`src/hw/mcio_cfg.svh`:
```
// Constants for the memory controller I/O sequencer: offsets, fields, codes, timing.
// Assumes inclusion by bare name from the package and the design module.
`ifndef MCIO_CFG_SVH
`define MCIO_CFG_SVH
// Timing: system clock, the 20 MHz sequencing tick and the 4 MHz CPU cycle.
`define CLK_PERIOD_NS    8
`define TICK_PERIOD_NS   50
`define CPU_PERIOD_NS    250
`define TICK_DIV         (`TICK_PERIOD_NS / `CLK_PERIOD_NS)
`define CPU_TICKS        (`CPU_PERIOD_NS / `TICK_PERIOD_NS)
`define CPU_LOW_TICKS    3
`define STROBE_TICKS     2
`define COUNT_PRESET     4'h1
`define COUNT_LAST       4'h8
// Register byte offsets.
`define OFS_UWORD        8'h00
`define OFS_CPU_OUT      8'h04
`define OFS_ADDR         8'h08
`define OFS_STATUS       8'h0C
`define OFS_RDATA        8'h10
`define OFS_PORT         8'h14
// Microword field positions.
`define UW_PORT_EN       0
`define UW_IRQ           1
`define UW_READ_EN       2
`define UW_WRITE_EN      3
`define UW_BUF_SEL       4
`define UW_RUN           5
`define UW_KIND_LSB      8
`define UW_RESET         32'h0000_0020
// Report kinds and status codes.
`define KIND_RAW         4'h0
`define KIND_OK          4'h1
`define KIND_DEFECT_OVW  4'h2
`define KIND_HORIZ_OVW   4'h3
`define KIND_UPPER_OVW   4'h4
`define KIND_LOWER_OVW   4'h5
`define KIND_DEFECT_FULL 4'h6
`define KIND_NO_DATA     4'h7
`define KIND_MEM_ERR     4'h8
`define KIND_CPU_ERR     4'h9
`define KIND_MAX_COUNT   4'hA
`define ST_OK            16'h0000
`define ST_DEFECT_OVW    16'h0001
`define ST_HORIZ_OVW     16'h0002
`define ST_UPPER_OVW     16'h0004
`define ST_LOWER_OVW     16'h0008
`define ST_DEFECT_FULL   16'h0010
`define ST_NO_DATA       16'h0020
`define ST_MEM_ERR       16'h0080
`define ST_CPU_ERR       16'h0100
`define NARROW_BITS      10
`endif

```
`src/hw/mcio_pkg.sv`:
```
// Types shared by the memory controller I/O sequencer.
// Assumes mcio_cfg.svh is on the include path.
`include "mcio_cfg.svh"
package mcio_pkg;
	typedef enum logic [3:0] {
		DMC_IDLE  = 4'b0001,
		DMC_LOAD  = 4'b0010,
		DMC_ENABLE = 4'b0100,
		DMC_DATA  = 4'b1000
	} dmc_state_e;

	typedef struct packed {
		logic        chip_enable;
		logic        write_enable_n;
		logic        read_n;
		logic        data_latch_en;
		logic        counter_load_n;
		logic [3:0]  chip_sel;
		logic [15:0] addr;
		logic [15:0] wdata;
	} mem_ctl_s;
endpackage : mcio_pkg

```
`src/hw/memory_controller_io_sequencer.sv`:
```
// Host-port reporting and data-memory cycle sequencing, reached over APB.
// Assumes one 125 MHz clock; the 20 MHz and 4 MHz rates are enable ticks.
`timescale 1ns/1ps
`default_nettype none
`include "mcio_cfg.svh"

// Overview of operation
// - A routine ending without error loads status 0000 into the host port.
// - Overwrite faults report 0001, 0002, 0004 or 0008 by array.
// - Full defect array reports 0010; no usable data reports 0020.
// - Self-test reports memory failure as 080 and processor failure as 0100.
// - Each routine loads its 16-bit status word and interrupts the host on the same clock.
// - Maximum point count goes into the host port with no interrupt.
// - At power-up the firmware release number sits in the host port.
// - Port load strobe is port enable AND cycle strobe AND inverted CPU clock.
// - Cycle strobe is high two 20 MHz ticks, starting only as the sequencing clock falls.
// - Interrupt comes from the microword bit, then the block waits for the host.
// - Write flag latches direction from read/write bits at memory-cycle clock rise.
// - Memory-cycle clock is inverted CPU clock AND cycle strobe.
// - Inverted active-low write enable serves as the memory read control line.
// - Control machine idles until read or write enable, then moves on cycle clock.
// - Second state asserts counter load, presetting the counter to one.
// - Third state is entered only once the sequencing clock is low.
// - Third state asserts load and chip enable; writes enable the data latch next.
// - Chip enable and latch enable hold until the count reaches eight.
// - Address register loads by a gated strobe; high bits decode chip selects.
// - Buffer select high writes acquisition data, low writes CPU output.
// - Reads in the lowest 4K return zeros above the low ten bits.
module memory_controller_io_sequencer
	import mcio_pkg::*;
#(
	parameter int          ADDR_W      = 16,
	parameter logic [15:0] RELEASE_NUM = 16'h0001 // Arbitrary value.
) (
	input  wire logic              i_clk,
	input  wire logic              i_rstn,
	input  wire logic              psel,
	input  wire logic              penable,
	input  wire logic              pwrite,
	input  wire logic [7:0]        paddr,
	input  wire logic [31:0]       pwdata,
	output logic      [31:0]       prdata,
	output logic                   pready,
	output logic                   pslverr,
	input  wire logic              i_host_ack,
	input  wire logic [15:0]       i_acq_data,
	input  wire logic [15:0]       i_mem_rdata,
	output logic      [15:0]       o_host_port,
	output logic                   o_host_irq,
	output logic                   o_sequencing_clock_out,
	output logic                   o_cycle_strobe,
	output mem_ctl_s               o_mem
);
	localparam int TICK_DIV  = (`TICK_DIV < 1) ? 1 : `TICK_DIV;
	localparam int CPU_TICKS = `CPU_TICKS;

	logic [3:0]  div_reg;
	logic        tick;
	logic [2:0]  phase_reg;
	logic        cpu_clk_reg;
	logic [1:0]  strobe_cnt_reg;
	logic        cycle_strobe_reg;
	logic        mcc_reg;
	logic        mcc_rise;
	logic        port_load_reg;
	logic [31:0] uword_reg;
	logic        uword_pending_reg;
	logic        waiting_reg;
	logic [15:0] cpu_out_reg;
	logic [15:0] addr_reg;
	logic        addr_pending_reg;
	logic [15:0] host_port_reg;
	logic        irq_reg;
	logic        write_direction_flag;
	logic        buf_sel_reg;
	dmc_state_e  dmc_reg;
	logic [3:0]  count_reg;
	logic [15:0] rdata_reg;
	mem_ctl_s    mem_reg;
	logic [15:0] status_code;
	logic        apb_wr;
	logic [31:0] rd_next;
	logic        hit;
	logic        take_uword;
	logic        strobe_end;
	logic        irq_arm_reg;

	// The 20 MHz tick; a 125 MHz clock does not divide evenly, so the tick runs slightly fast.
	always_ff @(posedge i_clk or negedge i_rstn) begin
		if (!i_rstn) begin
			div_reg <= 4'h0;
		end else if (tick) begin
			div_reg <= 4'h0;
		end else begin
			div_reg <= div_reg + 4'h1;
		end
	end
	assign tick = (div_reg == 4'(TICK_DIV - 1));

	// Sequencing clock: five ticks per CPU cycle, low for the first three.
	// Clearing the run bit freezes the phase; the strobe and a memory cycle past its load state still run out on the tick.
	always_ff @(posedge i_clk or negedge i_rstn) begin
		if (!i_rstn) begin
			phase_reg   <= 3'h0;
			cpu_clk_reg <= 1'b1;
		end else if (tick && uword_reg[`UW_RUN]) begin
			if (phase_reg == 3'(CPU_TICKS - 1)) begin
				phase_reg   <= 3'h0;
				cpu_clk_reg <= 1'b0;
			end else begin
				phase_reg   <= phase_reg + 3'h1;
				cpu_clk_reg <= (phase_reg + 3'h1 >= 3'(`CPU_LOW_TICKS));
			end
		end
	end

	// Cycle strobe starts only as the sequencing clock goes low, and lasts two ticks.
	always_ff @(posedge i_clk or negedge i_rstn) begin
		if (!i_rstn) begin
			strobe_cnt_reg   <= 2'h0;
			cycle_strobe_reg <= 1'b0;
		end else if (tick) begin
			if (uword_reg[`UW_RUN] && phase_reg == 3'(CPU_TICKS - 1)) begin
				strobe_cnt_reg   <= 2'(`STROBE_TICKS - 1);
				cycle_strobe_reg <= 1'b1;
			end else if (strobe_cnt_reg != 2'h0) begin
				strobe_cnt_reg <= strobe_cnt_reg - 2'h1;
			end else begin
				cycle_strobe_reg <= 1'b0;
			end
		end
	end

	// Memory-cycle clock; its rising edge starts a cycle.
	always_ff @(posedge i_clk or negedge i_rstn) begin
		if (!i_rstn) begin
			mcc_reg <= 1'b0;
		end else begin
			mcc_reg <= cycle_strobe_reg & ~cpu_clk_reg;
		end
	end
	assign mcc_rise   = cycle_strobe_reg & ~cpu_clk_reg & ~mcc_reg;
	// A pending microword is applied once, at the start of a cycle, unless parked.
	assign take_uword = mcc_rise & uword_pending_reg & ~waiting_reg;

	// Last tick of the strobe, with the sequencing clock still low: the end of the cycle.
	// Port load and interrupt both key off this edge, so the host never sees them apart.
	assign strobe_end = tick & cycle_strobe_reg & ~cpu_clk_reg & (strobe_cnt_reg == 2'h0);

	// Port strobe: armed by the port-enable bit at cycle start, spent at the strobe end.
	// A one-clock pulse would miss the end tick, so the arm is held across the strobe.
	always_ff @(posedge i_clk or negedge i_rstn) begin
		if (!i_rstn) begin
			port_load_reg <= 1'b0;
		end else if (take_uword && uword_reg[`UW_PORT_EN]) begin
			port_load_reg <= 1'b1;
		end else if (strobe_end) begin
			port_load_reg <= 1'b0;
		end
	end

	// Interrupt request: armed at cycle start, never for the maximum point count report.
	always_ff @(posedge i_clk or negedge i_rstn) begin
		if (!i_rstn) begin
			irq_arm_reg <= 1'b0;
		end else if (take_uword && uword_reg[`UW_IRQ]
			&& uword_reg[`UW_KIND_LSB +: 4] != `KIND_MAX_COUNT) begin
			irq_arm_reg <= 1'b1;
		end else if (strobe_end) begin
			irq_arm_reg <= 1'b0;
		end
	end

	// Status code lookup for the report kinds.
	always_comb begin
		unique case (uword_reg[`UW_KIND_LSB +: 4])
			`KIND_OK:          status_code = `ST_OK;
			`KIND_DEFECT_OVW:  status_code = `ST_DEFECT_OVW;
			`KIND_HORIZ_OVW:   status_code = `ST_HORIZ_OVW;
			`KIND_UPPER_OVW:   status_code = `ST_UPPER_OVW;
			`KIND_LOWER_OVW:   status_code = `ST_LOWER_OVW;
			`KIND_DEFECT_FULL: status_code = `ST_DEFECT_FULL;
			`KIND_NO_DATA:     status_code = `ST_NO_DATA;
			`KIND_MEM_ERR:     status_code = `ST_MEM_ERR;
			`KIND_CPU_ERR:     status_code = `ST_CPU_ERR;
			default:           status_code = cpu_out_reg;
		endcase
	end

	// Host port: release number from reset, then loaded at the end of the strobe.
	// A microword rewritten before the strobe ends changes the word that is loaded.
	always_ff @(posedge i_clk or negedge i_rstn) begin
		if (!i_rstn) begin
			host_port_reg <= RELEASE_NUM;
		end else if (port_load_reg && strobe_end) begin
			host_port_reg <= status_code;
		end
	end

	// Interrupt follows the loaded word and parks the block until the host answers.
	always_ff @(posedge i_clk or negedge i_rstn) begin
		if (!i_rstn) begin
			irq_reg     <= 1'b0;
			waiting_reg <= 1'b0;
		end else if (irq_arm_reg && strobe_end) begin
			irq_reg     <= 1'b1;
			waiting_reg <= 1'b1;
		end else if (i_host_ack) begin
			irq_reg     <= 1'b0;
			waiting_reg <= 1'b0;
		end
	end

	// Write flag latches the transfer direction at the memory-cycle clock rise.
	always_ff @(posedge i_clk or negedge i_rstn) begin
		if (!i_rstn) begin
			write_direction_flag <= 1'b0;
			buf_sel_reg          <= 1'b0;
		end else if (take_uword && (uword_reg[`UW_READ_EN] || uword_reg[`UW_WRITE_EN])
			&& dmc_reg == DMC_IDLE) begin
			write_direction_flag <= uword_reg[`UW_WRITE_EN];
			buf_sel_reg          <= uword_reg[`UW_BUF_SEL];
		end
	end

	// Memory control machine: idle, load, chip enable, data phase.
	always_ff @(posedge i_clk or negedge i_rstn) begin
		if (!i_rstn) begin
			dmc_reg <= DMC_IDLE;
		end else begin
			unique case (dmc_reg)
				DMC_IDLE: begin
					if (take_uword && (uword_reg[`UW_READ_EN] || uword_reg[`UW_WRITE_EN]))
						dmc_reg <= DMC_LOAD;
				end
				DMC_LOAD: begin
					if (tick && !cpu_clk_reg)
						dmc_reg <= DMC_ENABLE;
				end
				DMC_ENABLE: begin
					if (tick)
						dmc_reg <= DMC_DATA;
				end
				DMC_DATA: begin
					if (tick && count_reg == `COUNT_LAST)
						dmc_reg <= DMC_IDLE;
				end
				default: dmc_reg <= DMC_IDLE;
			endcase
		end
	end

	// Cycle counter: preset while loading, counts each tick in the data phase.
	// The count stops at eight so a late tick cannot wrap it back to the preset.
	always_ff @(posedge i_clk or negedge i_rstn) begin
		if (!i_rstn) begin
			count_reg <= `COUNT_PRESET;
		end else if (dmc_reg == DMC_LOAD || dmc_reg == DMC_ENABLE) begin
			count_reg <= `COUNT_PRESET;
		end else if (dmc_reg == DMC_DATA && tick && count_reg != `COUNT_LAST) begin
			count_reg <= count_reg + 4'h1;
		end
	end

	// Memory pins, all registered so the array sees clean levels.
	// The pins lag the state by one clock; the counter load pulse lags with them.
	always_ff @(posedge i_clk or negedge i_rstn) begin
		if (!i_rstn) begin
			mem_reg <= '{chip_enable: 1'b0, write_enable_n: 1'b1, read_n: 1'b0,
				data_latch_en: 1'b0, counter_load_n: 1'b1, chip_sel: 4'h0,
				addr: 16'h0000, wdata: 16'h0000};
		end else begin
			mem_reg.counter_load_n <= ~(dmc_reg == DMC_LOAD || dmc_reg == DMC_ENABLE);
			mem_reg.chip_enable    <= (dmc_reg == DMC_ENABLE || dmc_reg == DMC_DATA);
			mem_reg.data_latch_en  <= (dmc_reg == DMC_DATA) & write_direction_flag;
			mem_reg.write_enable_n <= ~write_direction_flag;
			mem_reg.read_n         <= write_direction_flag;
			mem_reg.addr           <= addr_reg;
			mem_reg.chip_sel       <= 4'h1 << addr_reg[ADDR_W-1 -: 2];
			mem_reg.wdata          <= buf_sel_reg ? i_acq_data : cpu_out_reg;
		end
	end

	// Read data captured on the last data tick; the narrow region reads high bits as zero.
	always_ff @(posedge i_clk or negedge i_rstn) begin
		if (!i_rstn) begin
			rdata_reg <= 16'h0000;
		end else if (dmc_reg == DMC_DATA && tick && count_reg == `COUNT_LAST
			&& !write_direction_flag) begin
			if (addr_reg[ADDR_W-1:12] == '0) begin
				rdata_reg <= {6'h00, i_mem_rdata[`NARROW_BITS-1:0]};
			end else begin
				rdata_reg <= i_mem_rdata;
			end
		end
	end

	// Address register loads through its own gated strobe, never mid-cycle.
	always_ff @(posedge i_clk or negedge i_rstn) begin
		if (!i_rstn) begin
			addr_reg <= 16'h0000;
		end else if (addr_pending_reg && mcc_rise && dmc_reg == DMC_IDLE) begin
			addr_reg <= cpu_out_reg;
		end
	end

	// APB slave: no wait states, answer built in the setup cycle.
	assign apb_wr = psel & penable & pready & pwrite;
	always_comb begin
		hit     = 1'b1;
		rd_next = 32'h0000_0000;
		unique case (paddr)
			`OFS_UWORD:   rd_next = uword_reg;
			`OFS_CPU_OUT: rd_next = {16'h0000, cpu_out_reg};
			`OFS_ADDR:    rd_next = {16'h0000, addr_reg};
			`OFS_STATUS:  rd_next = {18'h0, dmc_reg, 1'b0, write_direction_flag,
				addr_pending_reg, uword_pending_reg, count_reg, waiting_reg, irq_reg};
			`OFS_RDATA:   rd_next = {16'h0000, rdata_reg};
			`OFS_PORT:    rd_next = {16'h0000, host_port_reg};
			default:      hit = 1'b0;
		endcase
	end

	// Answer registers stand for one cycle, the access cycle of each transfer.
	always_ff @(posedge i_clk or negedge i_rstn) begin
		if (!i_rstn) begin
			pready  <= 1'b0;
			pslverr <= 1'b0;
			prdata  <= 32'h0000_0000;
		end else begin
			pready  <= psel & ~penable;
			pslverr <= psel & ~penable & ~hit;
			prdata  <= (psel & ~penable & ~pwrite) ? rd_next : 32'h0000_0000;
		end
	end

	// Software-written registers; a new write wins over the consumption in the same cycle.
	always_ff @(posedge i_clk or negedge i_rstn) begin
		if (!i_rstn) begin
			uword_reg         <= `UW_RESET;
			uword_pending_reg <= 1'b0;
			cpu_out_reg       <= 16'h0000;
			addr_pending_reg  <= 1'b0;
		end else begin
			if (take_uword)
				uword_pending_reg <= 1'b0;
			if (addr_pending_reg && mcc_rise && dmc_reg == DMC_IDLE)
				addr_pending_reg <= 1'b0;
			if (apb_wr && !pslverr) begin
				unique case (paddr)
					`OFS_UWORD: begin
						uword_reg         <= pwdata;
						uword_pending_reg <= 1'b1;
					end
					`OFS_CPU_OUT: cpu_out_reg <= pwdata[15:0];
					`OFS_ADDR: begin
						cpu_out_reg      <= pwdata[15:0];
						addr_pending_reg <= 1'b1;
					end
					default: ;
				endcase
			end
		end
	end

	// Every pin comes straight from its register.
	assign o_host_port            = host_port_reg;
	assign o_host_irq             = irq_reg;
	assign o_sequencing_clock_out = cpu_clk_reg;
	assign o_cycle_strobe         = cycle_strobe_reg;
	assign o_mem                  = mem_reg;
endmodule : memory_controller_io_sequencer
`default_nettype wire

```
`config.mk`:
```
export PLATFORM = sky130hd
export DESIGN_NAME = memory_controller_io_sequencer
export DESIGN_NICKNAME = d
export VERILOG_FILES = /design/src/hw/mcio_pkg.sv /design/src/hw/memory_controller_io_sequencer.sv
export VERILOG_INCLUDE_DIRS = /design/src /design/src/hw
export SDC_FILE = /design/constraint.sdc
export NUM_CORES = 1
export LEC_CHECK = 0
export BUFFER_PORTS_ARGS = -buffer_cell sky130_fd_sc_hd__buf_4
export CORE_MARGIN = 1
export CORE_UTILIZATION = 52
export DETAILED_ROUTE_END_ITERATION = 12
export GPL_TIMING_DRIVEN = 1
export PLACE_DENSITY = 0.78
export SYNTH_ARGS = -nofsm -noshare
export SYNTH_HDL_FRONTEND = slang
export SYNTH_SLANG_ARGS = --single-unit
```
`constraint.sdc`:
```
create_clock -name i_clk -period 2.3 [get_ports i_clk]
set_input_delay 0.23 -clock i_clk [delete_from_list [all_inputs] [get_ports i_clk]]
set_output_delay 0.23 -clock i_clk [all_outputs]
set_load 0.01 [all_outputs]
```
==> Yosys cells after proc, flatten, opt, wreduce, memory -nomap -nowiden <==
Cells that the tools add are included.
{ "word_totals": {"regBits": 198, "latch_bits": 0, "mem_bits_rw": 0, "mem_bits_ro": 0, "in_bits": 78, "out_inout_bits": 94, "n_memories": 0} }
{ "classes": {"addsub": 4, "mul": 0, "div_mod_pow": 0, "n_lt_le_gt_ge": 1, "n_eq_ne": 28, "shifts": 1, "mux": 31, "bitwise_logic": 22, "reduce_logical": 40} }
{ "op_table": {"columns": ["operator", "n"], "rows": [
  ["$pmux 32 s6", 1],
  ["$pmux 16 s9", 1],
  ["$mux 16", 2],
  ["$mux 32", 1],
  ["$mux 4", 7],
  ["$eq 4x3->1 const B", 6],
  ["$logic_and 1x1->1", 18],
  ["$eq 4x4->1 const B", 4],
  ["$eq 8x4->1 const B", 2],
  ["$eq 8x5->1 const B", 2],
  ["$pmux 4 s4", 1],
  ["$mux 1", 15],
  ["$and 1x1->1", 14],
  ["$eq 4x2->1 const B", 3],
  ["$reduce_bool 2->1", 6],
  ["$ne 2x2->1 const B", 5],
  ["$add 4x1->4 const B", 2],
  ["$eq 4x1->1 const B", 2],
  ["$eq 8x3->1 const B", 1],
  ["$logic_not 8->1", 1],
  ["$ne 4x4->1 const B", 2],
  ["$not 1->1", 8],
  ["$reduce_and 2->1", 4],
  ["$reduce_or 6->1", 1],
  ["other kinds (13)", 18]
]} }

==> Logic depth before layout (Yosys ltp) <==
{ "depth": {"depth_word": 8, "mapped_depth": 8} }

==> Worst setup path after synthesis <==
No wires, ideal clock.
{ "synth_timing": {"kind": "reg-to-reg", "start": "register cycle_strobe_reg (netlist: o_cycle_strobe)", "end": "register buf_sel_reg", "setup_time_ps": 125, "t_arrival_ps": 1703, "required_ps": 2175, "path_slack_ps": 472, "stages_incl_launch_ff": 5, "synth_period_minus_slack_ps": 1828, "path_cell_list": "dfrtp_1 or3b_4 nor4_4 o2111a_1 mux2_2"} }
{ "synth_via": {"elab_chain_cells": 6} }
{ "synth_lines": {"columns": ["element", "line_no", "rtl"], "rows": [
  ["start, declared", "memory_controller_io_sequencer.sv:62", "logic cycle_strobe_reg;"],
  ["start signal, assigned", "memory_controller_io_sequencer.sv:121", "cycle_strobe_reg <= 1'b0;"],
  ["start signal, assigned", "memory_controller_io_sequencer.sv:125", "cycle_strobe_reg <= 1'b1;"],
  ["start signal, assigned", "memory_controller_io_sequencer.sv:129", "cycle_strobe_reg <= 1'b0;"],
  ["$and 1x1->1 (2 in series)", "memory_controller_io_sequencer.sv:142", "assign mcc_rise = cycle_strobe_reg & ~cpu_clk_reg & ~mcc_reg;"],
  ["$and 1x1->1 (2 in series)", "memory_controller_io_sequencer.sv:144", "assign take_uword = mcc_rise & uword_pending_reg & ~waiting_reg;"],
  ["$logic_and 1x1->1 (2 in series)", "memory_controller_io_sequencer.sv:219", "end else if (take_uword && (uword_reg[`UW_READ_EN] || uword_reg[`UW_WRITE_EN])"],
  ["end signal, assigned", "memory_controller_io_sequencer.sv:222", "buf_sel_reg <= uword_reg[`UW_BUF_SEL];"],
  ["end, declared", "memory_controller_io_sequencer.sv:75", "logic buf_sel_reg;"]
]} }
Every way passes these cells.
A chain may end at the register's enable or synchronous reset.

==> Worst setup path in the final report <==
{ "layout_timing": {"start": "register dmc_reg[3]", "end": "register dmc_reg[2]"} }
{ "layout_via": {"elab_chain_cells": 3} }
{ "layout_lines": {"columns": ["element", "line_no", "rtl"], "rows": [
  ["start, declared", "memory_controller_io_sequencer.sv:76", "dmc_state_e dmc_reg;"],
  ["start signal, assigned", "memory_controller_io_sequencer.sv:229", "dmc_reg <= DMC_IDLE;"],
  ["start signal, assigned", "memory_controller_io_sequencer.sv:234", "dmc_reg <= DMC_LOAD;"],
  ["start signal, assigned", "memory_controller_io_sequencer.sv:238", "dmc_reg <= DMC_ENABLE;"],
  ["$eq 4x4->1, or another cell as far along", "memory_controller_io_sequencer.sv:231", "unique case (dmc_reg)"],
  ["$ne 2x2->1 (no line)", null, null],
  ["$reduce_and 4->1 (no line)", null, null]
]} }
Several ways; a longest one is shown, not always the timed one.

==> impl_metrics.py <==
metrics = {
    "synthesis": {
        "synth_top_area_share_pct": 57.64,
        "syn_avg_cell_area_sq_um": 13.77,
        "ys_ff_latch": 198,
        "yosys-top-cells-area": "dfrtp_1 (58%), mux2_2 (12%), mux4_2 (4.3%)",
        "synth_flop_cell": "dfrtp_1",
        "yosysMostFrequentCell": "dfrtp_1",
        "yosysTopAreaCell": "dfrtp_1",
        "ys_seq_area_share_pct": 59.86,
        "postSynthCellCount": 602,
        "syn_nets": 686,
        "synth_async_sr_flop_share_pct": 100.0,
        "netlist_top_cells_count": "dfrtp_1 (191), mux2_2 (90), nand2_1 (49)",
        "synthesis.area_sq_um": 8292,
        "synth_edf_count": 0,
        "synth_cell_type_count": 59,
        "ys_warn_count": 0,
    },
    "setup_path": {
        "timing.rr.end": "dmc_reg[2]",
        "r2r_slack_ps": 360,
        "cp.arrival_ps": 2260,
        "cpPeakStageDelay_ps": 540,
        "critPathMaxFanout": 8,
        "cp_slowest_cell": "dfrtp_1",
        "crit_path_start_kind": "register",
        "cp_cell_sequence": "nor4b_4 > a22oi_1 > a2bb2oi_1 > mux2_2",
        "worst_ep_required_time_ps": 2620,
        "path_class": "reg -> reg",
        "crit_end": "dmc_reg[2]",
        "setup.worst_path.end_class": "register",
        "crit_start": "dmc_reg[3]",
        "r2r-start": "dmc_reg[3]",
        "reg2regPathDepth": 4,
    },
    "job": {
        "cap_violations": 0,
    },
    "power": {
        "p_leak_nw": 5.183,
        "pwr_density_cell_nw_per_um2": 657.0,
        "ir_drop_uv": 493.7,
    },
    "timing": {
        "fin_crit_sh_pct": 84.38,
        "final-setup-viol-count": 0,
        "fmax_ghz": 0.5153,
        "fin_tns_setup_ps": 0,
        "fin_crit_ps": 1941,
        "worst_hold_slack_ps": 12.00,
        "rsz0062_at_grt": "no",
        "slew_violations": 0,
        "relSlewSlack_pct": 58.03,
        "fin_worst_skew_ps": 12.99,
        "tightest_slew_ps": 629.6,
        "hold_violations": 0,
    },
    "grt": {
        "antenna_found_initial": 0,
        "grt_max_degree": 73,
        "overflow": 0,
        "grt_first_pass_wirelength_microns": 31540,
        "grt_usage_pct": 25.89,
        "first_global_vias": 5889,
    },
    "die": {
        "die_h_microns": 128.3,
        "rows": 45,
        "num_io_pins": 172,
        "chipWidth_microns": 128.3,
        "initial_core_util_pct": 53.94,
        "core-area_sq_um": 15370,
        "die_area_sq_um": 16450,
    },
    "routing": {
        "drc": 0,
        "drtIter0Drc": 427,
        "ant_nets": 0,
        "via_count": 5630,
        "avgViaCountPerCell": 5.580,
        "wirelength_microns": 20340,
        "firstDrtPassIters": 5,
        "drt-wirelength-per-cell_microns": 20.16,
    },
    "clock_network": {
        "cts.clk_slew.worst_paths_ps": 70,
        "cts_setup_buffers": 0,
        "cts_made_buffers": 17,
        "root_buffer": "clkbuf_16",
        "clk_latency_ps": 440,
        "cts_resized": 0,
        "cts_tree": "yes",
        "cts_max_level": 4,
        "cts.path.max_buffers": 2,
        "postCtsHoldBufs": 4,
        "cts.sinks": 198,
    },
    "placement": {
        "gp_congestion": 0.8505,
        "dp_hpwl_microns": 14460,
        "port_buffers": 171,
    },
    "layout": {
        "area_delta_synth_final_pct": 26.74,
        "final_util_pct": 68.37,
        "layout.nets": 869,
        "drive_above_1_share_pct": 44.11,
        "largest_register_ffs": 41,
        "num-fill-cells": 1093,
        "antenna_cells": 0,
    },
    "outcome": {
        "status": "complete, no violations",
    },
    "worst_hold_path": {
        "holdCritPathClass": "in -> reg",
    },
}
[worst min path at each step]
stage | from | end | cells after the start
final | pwdata[16] | uword_reg[16] | 2
after global routing | pwdata[22] | uword_reg[22] | 2
after CTS | pwdata[16] | uword_reg[16] | 2
after detailed placement | i_rstn | o_mem[8] | 1
after global placement | i_rstn | cpu_out_reg[13] | 1
after floorplan | i_rstn | addr_pending_reg | 0
[worst max-delay path, delay by kind of cell, from the launching register on]
kind,cells,cell delay (ps)
multiplexers,1,370
AND/OR/NAND/NOR,1,470
flip-flops,1,540
AO/OA/AOI/OAI,2,440
[cells in the final DEF (no fill, tap or decap), types with 9 or more instances in the layout]
cell	Yosys	final
a22oi_1	16	16
and2_1	21	21
buf_4	4	183
clkbuf_16	0	17
dfrtp_1	191	191
inv_1	12	12
mux2_2	90	90
mux2_4	9	9
mux2i_1	9	9
mux4_2	16	16
nand2_1	49	49
nor2_1	29	29
o21ai_0	35	35
[where the power goes]
part / switching [mW] / total (mW) / leakage [nW] / internal, mW
clock: 1.25 / 3.08 / 0.302 / 1.83
sequential: 0.0116 / 3.51 / 2.67 / 3.50
combinational: 0.161 / 0.316 / 2.21 / 0.155
[stage by stage]
stage          instance area (sq um)  power [mW]  worst slack (ps)  instances
3_5_place_dp                    9856       3.887             384.2        973
3_3_place_gp                    9856       3.877             454.3        973
5_1_grt                        10510       7.092             259.8       1009
4_1_cts                        10510       6.949             375.3       1009
2_1_floorplan                   8292       3.665             471.9        602
6_report                       10510       6.904             359.3       1009
[metal layers]
metal  global-route usage [%]  share of wire (%)
met1                    32.99                 41
met3                    5.342                5.1
met5                        0                  0
met2                    44.39                 52
met4                    8.235                1.4
[logic make-up after synthesis]
kind of cell	share of synthesized area [%]
compound gates	5.885
xor+xnor	0.7394
simple gates	10.22
fa+ha+maj	0.9054
flops	59.86
buf+inv	2.565
mux	19.83
[layout make-up]
| class | instances | area [sq um] | area share (%) |
|---|---|---|---|
| clock buffers | 25 | 495.5 | 4.715 |
| clock inverters | 7 | 117.6 | 1.119 |
| multi-input cells | 364 | 3115 | 29.65 |
| well taps | 211 | 264.0 | 2.512 |
| flip-flops and latches | 198 | 4964 | 47.23 |
| inverters | 12 | 45.04 | 0.4286 |
| repair buffers | 192 | 1508 | 14.35 |
Power figures use the tool's default switching activity.
